File: src/rtl/ddb_pkg.sv
// Shared constants for the DDR2 command-side device model.
// Assumes nothing of its surroundings; used by rtl/ddb_dev.sv and by the bench.
package ddb_pkg;
	// ============================================================
	// Pin widths and command codes {ras_n, cas_n, we_n}
	localparam int        BA_W        = 2;
	localparam int        ADDR_W      = 13;
	localparam int        COL_W       = 10;
	localparam int        NBANK       = 4;
	localparam int        NMR         = 4;
	localparam int        DATA_W      = 16;
	localparam int        AP_BIT      = 10;
	localparam logic [2:0] MODE_REGISTER_LOAD_CMD = 3'h0;
	localparam logic [2:0] CMD_PRE    = 3'h2;
	localparam logic [2:0] CMD_ACT    = 3'h3;
	localparam logic [2:0] CMD_WR     = 3'h4;
	localparam logic [2:0] CMD_RD     = 3'h5;
	// ============================================================
	// Mode register fields and reset values
	localparam int         BL_LSB     = 0;
	localparam int         CL_LSB     = 4;
	localparam int         AL_LSB     = 3;
	localparam logic [2:0] BL8_CODE   = 3'h3;
	localparam logic [3:0] BL4        = 4'h4;
	localparam logic [3:0] BL8        = 4'h8;
	localparam logic [12:0] MR0_RST   = 13'h0032;
	localparam logic [12:0] MR1_RST   = 13'h0000;
	localparam logic [12:0] MR_RST    = 13'h0000;
	// ============================================================
	// Per-bank state
	typedef enum logic [3:0] {
		DDB_IDLE   = 4'h1,
		DDB_ACTIVE = 4'h2,
		DDB_APWAIT = 4'h4,
		DDB_PRECH  = 4'h8
	} ddb_bank_t;
endpackage

File: src/rtl/ddb_dev.sv
// Read data FIFO and DDR2 command decoder with bank tracking and read bursts.
// Assumes the command pins and ck come from outside clk's domain, ck much slower than clk.
`timescale 1ns/1ps
`default_nettype none

// ============================================================
// Collapsing FIFO: the head entry is a flop, so its outputs are registered.
module ddb_fifo #(
	parameter int W = 16,
	parameter int D = 8
) (
	input  wire logic         clk,
	input  wire logic         rst_n,
	input  wire logic         in_valid,
	output logic              in_ready,
	input  wire logic [W-1:0] in_data,
	output logic              out_valid,
	input  wire logic         out_ready,
	output logic [W-1:0]      out_data
);
	logic [W-1:0] mem_r [D];
	logic [D-1:0] vld_r;
	logic [D:0]   vld_x_w;
	logic [D-1:0] sh_w;
	logic         pop_w;
	logic         push_w;

	assign pop_w     = vld_r[0] & out_ready;
	assign in_ready  = ~vld_r[D-1];
	assign push_w    = in_valid & in_ready;
	assign out_valid = vld_r[0];
	assign out_data  = mem_r[0];
	// The entry past the last one reads as empty, so the tail shifts in nothing.
	assign vld_x_w   = {1'b0, vld_r};

	genvar i;
	generate
		for (i = 0; i < D; i++) begin : g_ent
			logic take_w;
			assign sh_w[i] = pop_w ? vld_x_w[i+1] : vld_r[i];
			if (i == 0) begin : g_first
				assign take_w = push_w & ~sh_w[0];
			end else begin : g_rest
				assign take_w = push_w & ~sh_w[i] & sh_w[i-1];
			end
			always_ff @(posedge clk or negedge rst_n) begin
				if (!rst_n) begin
					vld_r[i] <= 1'b0;
					mem_r[i] <= '0;
				end else begin
					vld_r[i] <= sh_w[i] | take_w;
					if (take_w) begin
						mem_r[i] <= in_data;
					end else if (pop_w && i < D-1) begin
						mem_r[i] <= mem_r[(i+1) % D];
					end
				end
			end
		end
	endgenerate
endmodule // ddb_fifo

module ddb_dev #(
	parameter logic [7:0] TRP_CK  = 8'h03,
	parameter logic [7:0] TRTP_CK = 8'h02,
	parameter logic [7:0] TWR_CK  = 8'h03,
	parameter int         NPEND   = 8,
	parameter int         FIFO_D  = 8
) (
	input  wire logic                         clk,
	input  wire logic                         reset_n,
	input  wire logic                         ck_pin,
	input  wire logic                         cs_n_pin,
	input  wire logic                         ras_n_pin,
	input  wire logic                         cas_n_pin,
	input  wire logic                         we_n_pin,
	input  wire logic [ddb_pkg::BA_W-1:0]     ba_pin,
	input  wire logic [ddb_pkg::ADDR_W-1:0]   addr_pin,
	output logic [ddb_pkg::DATA_W-1:0]        rd_data,
	output logic                              rd_valid,
	input  wire logic                         rd_ready,
	output logic [ddb_pkg::NBANK-1:0]         bank_idle,
	output logic [ddb_pkg::NBANK-1:0]         bank_open,
	output logic [2:0]                        mode_cl,
	output logic [2:0]                        mode_al,
	output logic                              burst_busy
);
	localparam int PW = $clog2(NPEND);
	localparam int PINS = 4 + ddb_pkg::BA_W + ddb_pkg::ADDR_W;

	// ============================================================
	// Reset release and pin synchronisers
	logic [1:0]      rst_s_r;
	logic            rst_n;
	logic [2:0]      ck_s_r;
	logic [PINS-1:0] pin_s1_r;
	logic [PINS-1:0] pin_s2_r;

	always_ff @(posedge clk or negedge reset_n) begin
		if (!reset_n) rst_s_r <= 2'h0;
		else          rst_s_r <= {rst_s_r[0], 1'b1};
	end
	assign rst_n = rst_s_r[1];

	// Pins and ck share the same two-stage depth, so a command stays aligned with its ck edge.
	always_ff @(posedge clk or negedge rst_n) begin
		if (!rst_n) begin
			ck_s_r   <= 3'h0;
			pin_s1_r <= '1;
			pin_s2_r <= '1;
		end else begin
			ck_s_r   <= {ck_s_r[1:0], ck_pin};
			pin_s1_r <= {cs_n_pin, ras_n_pin, cas_n_pin, we_n_pin, ba_pin, addr_pin};
			pin_s2_r <= pin_s1_r;
		end
	end

	// ============================================================
	// Command decode
	logic                         ck_rise_w;
	logic                         ck_edge_w;
	logic                         sel_w;
	logic [2:0]                   cmd_w;
	logic [ddb_pkg::BA_W-1:0]     cba_w;
	logic [ddb_pkg::ADDR_W-1:0]   cad_w;
	logic                         is_mode_load_w;
	logic                         is_pre_w;
	logic                         is_act_w;
	logic                         is_rd_w;
	logic                         is_wr_w;
	logic                         ap_w;

	assign ck_rise_w = ck_s_r[1] & ~ck_s_r[2];
	assign ck_edge_w = ck_s_r[1] ^ ck_s_r[2];
	assign sel_w     = ck_rise_w & ~pin_s2_r[PINS-1];
	assign cmd_w     = pin_s2_r[PINS-2:PINS-4];
	assign cba_w     = pin_s2_r[ddb_pkg::ADDR_W +: ddb_pkg::BA_W];
	assign cad_w     = pin_s2_r[ddb_pkg::ADDR_W-1:0];
	// The all-high code matches none of these, so NOP loads no mode register and moves no bank out of idle or active.
	assign is_mode_load_w = sel_w & (cmd_w == ddb_pkg::MODE_REGISTER_LOAD_CMD);
	assign is_pre_w  = sel_w & (cmd_w == ddb_pkg::CMD_PRE);
	assign is_act_w  = sel_w & (cmd_w == ddb_pkg::CMD_ACT);
	assign is_rd_w   = sel_w & (cmd_w == ddb_pkg::CMD_RD);
	assign is_wr_w   = sel_w & (cmd_w == ddb_pkg::CMD_WR);
	assign ap_w      = cad_w[ddb_pkg::AP_BIT];

	// ============================================================
	// Mode registers and derived latencies
	logic [ddb_pkg::ADDR_W-1:0] mr_r [ddb_pkg::NMR];
	logic [3:0]                 bl_w;
	logic [3:0]                 half_w;
	logic [3:0]                 rl_w;
	logic [7:0]                 rd_ap_w;
	logic [7:0]                 wr_ap_w;

	always_ff @(posedge clk or negedge rst_n) begin
		if (!rst_n) begin
			for (int m = 0; m < ddb_pkg::NMR; m++) mr_r[m] <= ddb_pkg::MR_RST;
			mr_r[0] <= ddb_pkg::MR0_RST;
			mr_r[1] <= ddb_pkg::MR1_RST;
		end else if (is_mode_load_w) begin
			mr_r[cba_w] <= cad_w;
		end
	end
	assign mode_cl = mr_r[0][ddb_pkg::CL_LSB +: 3];
	assign mode_al = mr_r[1][ddb_pkg::AL_LSB +: 3];
	assign bl_w    = (mr_r[0][ddb_pkg::BL_LSB +: 3] == ddb_pkg::BL8_CODE) ? ddb_pkg::BL8 : ddb_pkg::BL4;
	assign half_w  = {1'b0, bl_w[3:1]};
	assign rl_w    = {1'b0, mode_al} + {1'b0, mode_cl};
	assign rd_ap_w = {5'h0, mode_al} + {4'h0, half_w} + TRTP_CK - 8'h02;
	assign wr_ap_w = {4'h0, rl_w} - 8'h01 + {4'h0, half_w} + TWR_CK;

	// ============================================================
	// Bank state machines
	logic [ddb_pkg::NBANK-1:0]  idle_w;
	logic [ddb_pkg::NBANK-1:0]  open_w;
	logic [ddb_pkg::ADDR_W-1:0] row_w [ddb_pkg::NBANK];
	logic                       bst_v_r;
	logic [ddb_pkg::BA_W-1:0]   bst_ba_w;

	genvar b;
	generate
		for (b = 0; b < ddb_pkg::NBANK; b++) begin : g_bank
			ddb_pkg::ddb_bank_t         st_r;
			logic [ddb_pkg::ADDR_W-1:0] row_r;
			logic [7:0]                 tmr_r;
			logic                       hit_w;
			assign hit_w = (int'(cba_w) == b);
			// Commands to other banks pass here untouched while this one auto-precharges.
			always_ff @(posedge clk or negedge rst_n) begin
				if (!rst_n) begin
					st_r  <= ddb_pkg::DDB_IDLE;
					row_r <= '0;
					tmr_r <= 8'h00;
				end else if (ck_rise_w) begin
					case (st_r)
						ddb_pkg::DDB_IDLE: begin
							if (is_act_w && hit_w) begin
								st_r  <= ddb_pkg::DDB_ACTIVE;
								row_r <= cad_w;
							end
						end
						ddb_pkg::DDB_ACTIVE: begin
							if (is_pre_w && (hit_w || ap_w)) begin
								st_r  <= ddb_pkg::DDB_PRECH;
								tmr_r <= TRP_CK;
							end else if ((is_rd_w || is_wr_w) && hit_w && ap_w) begin
								st_r  <= ddb_pkg::DDB_APWAIT;
								tmr_r <= is_rd_w ? rd_ap_w : wr_ap_w;
							end
						end
						ddb_pkg::DDB_APWAIT: begin
							if (tmr_r <= 8'h01) begin
								st_r  <= ddb_pkg::DDB_PRECH;
								tmr_r <= TRP_CK;
							end else begin
								tmr_r <= tmr_r - 8'h01;
							end
						end
						ddb_pkg::DDB_PRECH: begin
							if (tmr_r <= 8'h01) st_r <= ddb_pkg::DDB_IDLE;
							else                tmr_r <= tmr_r - 8'h01;
						end
						default: st_r <= ddb_pkg::DDB_IDLE;
					endcase
				end
			end
			assign idle_w[b] = (st_r == ddb_pkg::DDB_IDLE) && !(bst_v_r && int'(bst_ba_w) == b);
			assign open_w[b] = (st_r == ddb_pkg::DDB_ACTIVE) || (st_r == ddb_pkg::DDB_APWAIT);
			assign row_w[b]  = row_r;
		end
	endgenerate

	// ============================================================
	// Read latency queue: one slot per READ still waiting for its latency
	logic                      pq_v_r   [NPEND];
	logic [3:0]                pq_cnt_r [NPEND];
	logic [ddb_pkg::DATA_W-1:0] pq_wd_r [NPEND];
	logic [PW-1:0]             pq_rd_r;
	logic [PW-1:0]             pq_wr_r;
	logic                      start_w;
	logic [ddb_pkg::DATA_W-1:0] new_wd_w;

	assign new_wd_w = {cba_w, row_w[cba_w][3:0], cad_w[ddb_pkg::COL_W-1:0]};
	assign start_w  = ck_rise_w & pq_v_r[pq_rd_r] & (pq_cnt_r[pq_rd_r] == 4'h1);

	genvar q;
	generate
		for (q = 0; q < NPEND; q++) begin : g_pend
			always_ff @(posedge clk or negedge rst_n) begin
				if (!rst_n) begin
					pq_v_r[q]   <= 1'b0;
					pq_cnt_r[q] <= 4'h0;
					pq_wd_r[q]  <= '0;
				end else if (is_rd_w && int'(pq_wr_r) == q) begin
					pq_v_r[q]   <= 1'b1;
					pq_cnt_r[q] <= rl_w;
					pq_wd_r[q]  <= new_wd_w;
				end else if (start_w && int'(pq_rd_r) == q) begin
					pq_v_r[q] <= 1'b0;
				end else if (ck_rise_w && pq_v_r[q]) begin
					pq_cnt_r[q] <= pq_cnt_r[q] - 4'h1;
				end
			end
		end
	endgenerate

	always_ff @(posedge clk or negedge rst_n) begin
		if (!rst_n) begin
			pq_rd_r <= '0;
			pq_wr_r <= '0;
		end else begin
			if (is_rd_w) pq_wr_r <= pq_wr_r + 1'b1;
			if (start_w) pq_rd_r <= pq_rd_r + 1'b1;
		end
	end

	// ============================================================
	// Burst generator: one element owed per ck edge, pushed when the FIFO has room
	logic [3:0]                 bst_left_r;
	logic [ddb_pkg::DATA_W-1:0] bst_wd_r;
	logic                       owe_r;
	logic                       fifo_rdy_w;
	logic                       push_w;
	logic                       last_w;

	assign bst_ba_w = bst_wd_r[ddb_pkg::DATA_W-1 -: ddb_pkg::BA_W];
	assign push_w   = owe_r & bst_v_r & fifo_rdy_w;
	assign last_w   = push_w & (bst_left_r == 4'h1);

	always_ff @(posedge clk or negedge rst_n) begin
		if (!rst_n) begin
			bst_v_r    <= 1'b0;
			bst_left_r <= 4'h0;
			bst_wd_r   <= '0;
			owe_r      <= 1'b0;
		end else if (start_w) begin
			bst_v_r    <= 1'b1;
			bst_left_r <= bl_w;
			bst_wd_r   <= pq_wd_r[pq_rd_r];
			owe_r      <= 1'b1;
		end else begin
			if (push_w) begin
				bst_left_r <= bst_left_r - 4'h1;
				bst_wd_r   <= bst_wd_r + 1'b1;
			end
			if (last_w) bst_v_r <= 1'b0;
			owe_r <= (owe_r & ~push_w) | (ck_edge_w & bst_v_r & ~last_w);
		end
	end

	ddb_fifo #(
		.W (ddb_pkg::DATA_W),
		.D (FIFO_D)
	) u_fifo (
		.clk       (clk),
		.rst_n     (rst_n),
		.in_valid  (push_w),
		.in_ready  (fifo_rdy_w),
		.in_data   (bst_wd_r),
		.out_valid (rd_valid),
		.out_ready (rd_ready),
		.out_data  (rd_data)
	);

	// ============================================================
	// Status
	logic any_pend_w;
	always_comb begin
		any_pend_w = 1'b0;
		for (int k = 0; k < NPEND; k++) any_pend_w = any_pend_w | pq_v_r[k];
	end

	always_ff @(posedge clk or negedge rst_n) begin
		if (!rst_n) begin
			bank_idle  <= '1;
			bank_open  <= '0;
			burst_busy <= 1'b0;
		end else begin
			bank_idle  <= idle_w;
			bank_open  <= open_w;
			burst_busy <= bst_v_r | any_pend_w;
		end
	end
endmodule // ddb_dev

`default_nettype wire

File: config.mk
export PLATFORM = sky130hd
export DESIGN_NAME = ddb_dev
export DESIGN_NICKNAME = d
export VERILOG_FILES = /design/src/rtl/ddb_pkg.sv /design/src/rtl/ddb_dev.sv
export SDC_FILE = /design/constraint.sdc
export NUM_CORES = 1
export LEC_CHECK = 0
export ABC_AREA = 1
export BUFFER_PORTS_ARGS = -buffer_cell sky130_fd_sc_hd__buf_2
export CAP_MARGIN = 20
export CORE_MARGIN = 5
export CORE_UTILIZATION = 50
export CTS_CLUSTER_SIZE = 16
export DETAILED_ROUTE_END_ITERATION = 10
export GPL_TIMING_DRIVEN = 0
export MAX_ROUTING_LAYER = met4
export PLACE_DENSITY = 0.65
export SYNTH_ARGS = -nofsm -noshare
export SYNTH_HDL_FRONTEND = slang
export SYNTH_SLANG_ARGS = --single-unit
File: constraint.sdc
create_clock -name clk -period 23.4 [get_ports clk]
set_input_delay 1.17 -clock clk [delete_from_list [all_inputs] [get_ports clk]]
set_output_delay 1.17 -clock clk [all_outputs]
set_load 0.03 [all_outputs]
==> metrics.md <==
| Metric | Value |
|---|---|
| Cell area after synthesis | `around 22000 um2` |
| CP arrival | `~4.8 ns` |
| Total Neg Setup Slack | `0 ns` |
| Area Overhead vs Synth | `14.0%` |
| Core Rows | `just under 80` |
| Peak supply drop | `around 0.06 mV` |
| Number of synthesized flops with an enable pin | `0` |
| RePlAce Congestion | `0.938` |
| Max transition margin | `between 40% and 50%` |
| Worst R2R Setup Slack | `around 19 ns` |
| Reg-to-Reg End | `g_bank[0].tmr_r[3]$_DFFE_PN0P_` |
| Placed wire-length estimate | `45.3 mm` |
| Reg-to-Reg Start | `mode_cl[0]$_DFFE_PN1P_` |
| N_diodes | `0` |
| Kind of critical path | `reg2reg` |
| Layout cell share with drive strength beyond 1 | `under 10%` |
| Outcome | `finished, final reports clean` |
| Pwr/cell area | `116 nW/um2` |
| Crit share post-route | `18.4%` |
| Adder-Cell Fraction of Synth Area | `2.65%` |
| Power, Total | `about 2900 uW` |
| Final count of hold timing violations | `0` |
| Simple-gate area share of the yosys netlist | `between 20% and 30%` |
| Syn Nets | `2678` |
| Global-route wire length before repair | `between 100 and 150 mm` |
| Max-cap viol count | `0` |
| Sequential cell area fraction in the yosys report | `about half` |
| Port-buffer cells | `52` |
| Hold buffer count at cts | `0` |
| Grt total ovfl | `0` |
| Hold crit path type | `reg2async` |
| Area occupied by multi-input gates | `around 9000 um2` |
| Post-synthesis mux area share | `0.771%` |
| Fill count | `4061` |
| Sink Count | `~450` |
| Vias in the first global route | `18900` |
| DRC | `0` |
| Yosys reg bits | `453` |
| Top FF cell, synth | `dfrtp_1` |
| Detail Route Antenna Nets | `0` |
| Post-synth top cells | `610 x nand2_1, 408 x dfrtp_1, 362 x nand3_1` |
| Clock skew | `approximately 0.020 ns` |
| Starting Density | `50.2%` |
| Via density per instance | `roughly 5.8` |
| Async set or reset register ratio after synthesis | `100%` |
| Post-Synth XOR/XNOR Area | `around 2.2%` |
| Clock Pin Slew Worst Setup and Hold Paths | `about 0.060 ns` |
| Leakage power | `approximately 0.012 uW` |
| Final setup vio count | `0` |
| YS warnings | `0` |
| Worst-case clock buffer depth | `3` |
| Postcts setup bufs | `0` |
| Synthesized area per cell | `8.46 um2` |
| Gr usage total | `27.7%` |
| Ranking of synthesized cells by area | `dfrtp_1 46%, nand2_1 10%, nand3_1 8.2%, o21ai_0 7.1%, dfstp_2 5.4%` |
| Most frequent cell after synthesis | `nand2_1` |
| Antenna violations before repair | `0` |
| Inserted Clock Buffers | `50` |
| DR iter-0 viols | `~1900` |
| Post-Synthesis Cells | `between 2000 and 3000` |
| Yosys top cell by area | `dfrtp_1` |
| Die ar. | `roughly 48000 um2` |
| Hold_ws | `roughly 0.24 ns` |
| Critical Path Fanout Max | `10` |
| Die Y | `around 220 um` |
| Netlist cell types | `39` |
| Compound-cell area share of the yosys netlist | `~13%` |
| Largest family of logic cells by synthesized area | `simple AND/OR/NAND/NOR gates` |
| Nets@finish | `around 2800` |
| Post-synth top area share | `between 40% and 50%` |
| Worst-case reg-to-reg path depth | `17` |
| CTS H-tree depth | `2` |
| Non-filler cells in the finished layout | `~3400` |
| Worst-Margin Slew | `~0.88 ns` |
| Period minus WS final | `4.30 ns` |
| Clock Tree Root | `clkbuf_16` |
| RSZ-0062 raised after global routing | `no` |
| Die extent in x | `about 220 um` |
| Drt pass-1 iters | `6` |
| Final Slew Violations | `0` |
| Worst Setup SP | `mode_cl[0]$_DFFE_PN1P_` |
| Vias | `between 15000 and 20000` |
| CP Launch Type | `register` |
| I/O pin cnt | `55` |
| Post-cts sizing count | `0` |
| Maximum clock rate | `roughly 230 MHz` |
| Placed cell count | `around 3300` |
| Skew-Pair Late Insertion Delay | `about 0.6 ns` |
| Critical Path End Type | `register` |
| Req. time, crit path | `23.92 ns` |
| Largest net degree at the start of global routing | `68` |
| Core area | `between 40000 and 50000 um2` |
| WL/cell | `between 15 and 20 um` |
| Routed WL | `64.3 mm` |
| TritonCTS clock tree | `done` |
| Register Area | `11400 um2` |
==> layout by cell type (no fill, tap or decap), drive strengths merged, types with 3 or more instances in the layout <==
cell and count:
a21oi 25, mux2i 17, dfrtp 408, nor3 20, ha 42, inv 180
bufinv 9, buf 119, o22ai 10, a22oi 7, o211ai 119, xor2 46
o221ai 10, nand4 15, nand3b 6, dfstp 45, clkbuf 168, fa 3
or2 5, nand3 364, clkinv 27, a31oi 17, nor2 153, o21a 4
nand2 614, o21ai 316, xnor2 9
==> per-layer routing <==
layer	vias to the layer above	track usage, %	wire length [um]
met2	718	42.2	29200
met3	134	4.20	4810
met5	-	-	0
met4	0	8.88	1910
met1	9451	38.6	28400
li1	9000	-	-
==> critical path, stage by stage, from the launching register on <==
cell and delay (ns):
dfstp_2 0.57, ha_1 0.18, inv_1 0.06, fa_1 0.38, xor2_1 0.22, clkbuf_1 0.58, or2_2 0.22, nand2_1 0.05
ha_1 0.30, inv_1 0.07, fa_1 0.41, inv_1 0.08, nor2_1 0.04, o21ai_0 0.67, nand2_1 0.15, o21ai_0 0.13
nand2_1 0.08, nand2_1 0.07
==> layout make-up <==
cell class                      count  share of cell area, %
Clock inverter                     24                   1.51
Sequential cell                   453                   45.3
Tap cell                          592                   2.94
Inverter                          193                   2.88
Clock buffer                       70                   5.92
Timing Repair Buffer               60                   1.88
Multi-Input combinational cell   1807                   36.8
Buffer                            157                   2.81
==> where the power goes <==
group / leakage [uW] / switching (uW) / internal, uW
Sequential: 0.00597 / 120 / 962
Combinational: 0.00492 / 648 / 312
Clock: 0.000923 / 338 / 546
Total: 0.0118 / 1110 / 1820
==> how the worst max path moves through the flow <==
stage / endpoint / slack, ns
2_1_floorplan: bank_open[0]$_DFF_PN0_ / 9.92
3_3_place_gp: u_fifo.mem_r[83]$_DFFE_PN0P_ / 4.77
3_5_place_dp: g_bank[3].tmr_r[3]$_DFFE_PN0P_ / 19.20
4_1_cts: g_bank[3].tmr_r[3]$_DFFE_PN0P_ / 19.18
5_1_grt: g_bank[1].tmr_r[3]$_DFFE_PN0P_ / 18.91
6_report: g_bank[0].tmr_r[3]$_DFFE_PN0P_ / 19.10
==> registers in the layout, indices dropped and copies added, names as in the netlist, 2 cells and up <==
signal,count
mode_al,3
bst_wd_r,16
u_fifo.vld_r,7
pin_s1_r,17
pq_cnt_r,32
pin_s2_r,17
pq_wr_r,3
pq_wd_r,128
mr_r,3
u_fifo.out_data,16
rst_s_r,2
u_fifo.mem_r,112
g_bank.tmr_r,32
mode_cl,3
pq_v_r,8
ck_s_r,3
g_bank.row_r,16
bank_idle,4
pq_rd_r,3
bank_open,4
bst_left_r,4
g_bank.st_r,16
==> cell families (layout without fill, tap and decap cells) <==
kind of cell    count (synthesis)  count (layout)
simple gates                 1178            1178
other cells                     1               1
fa+ha+maj                      45              45
compound gates                511             511
flops                         453             453
xor+xnor                       55              55
buf+inv                       350             504
mux                            17              17
==> per-stage QoR <==
stage	setup slack, ns	utilization, %	area, um2
after detailed placement	19.20	53.0	23300
final	19.10	57.3	25200
after floorplan	9.92	-	22100
after global placement	4.77	52.5	23100
after CTS	19.18	57.3	25200
after global routing	18.91	57.3	25200
Note: power is estimated with default switching activity, not from simulation.
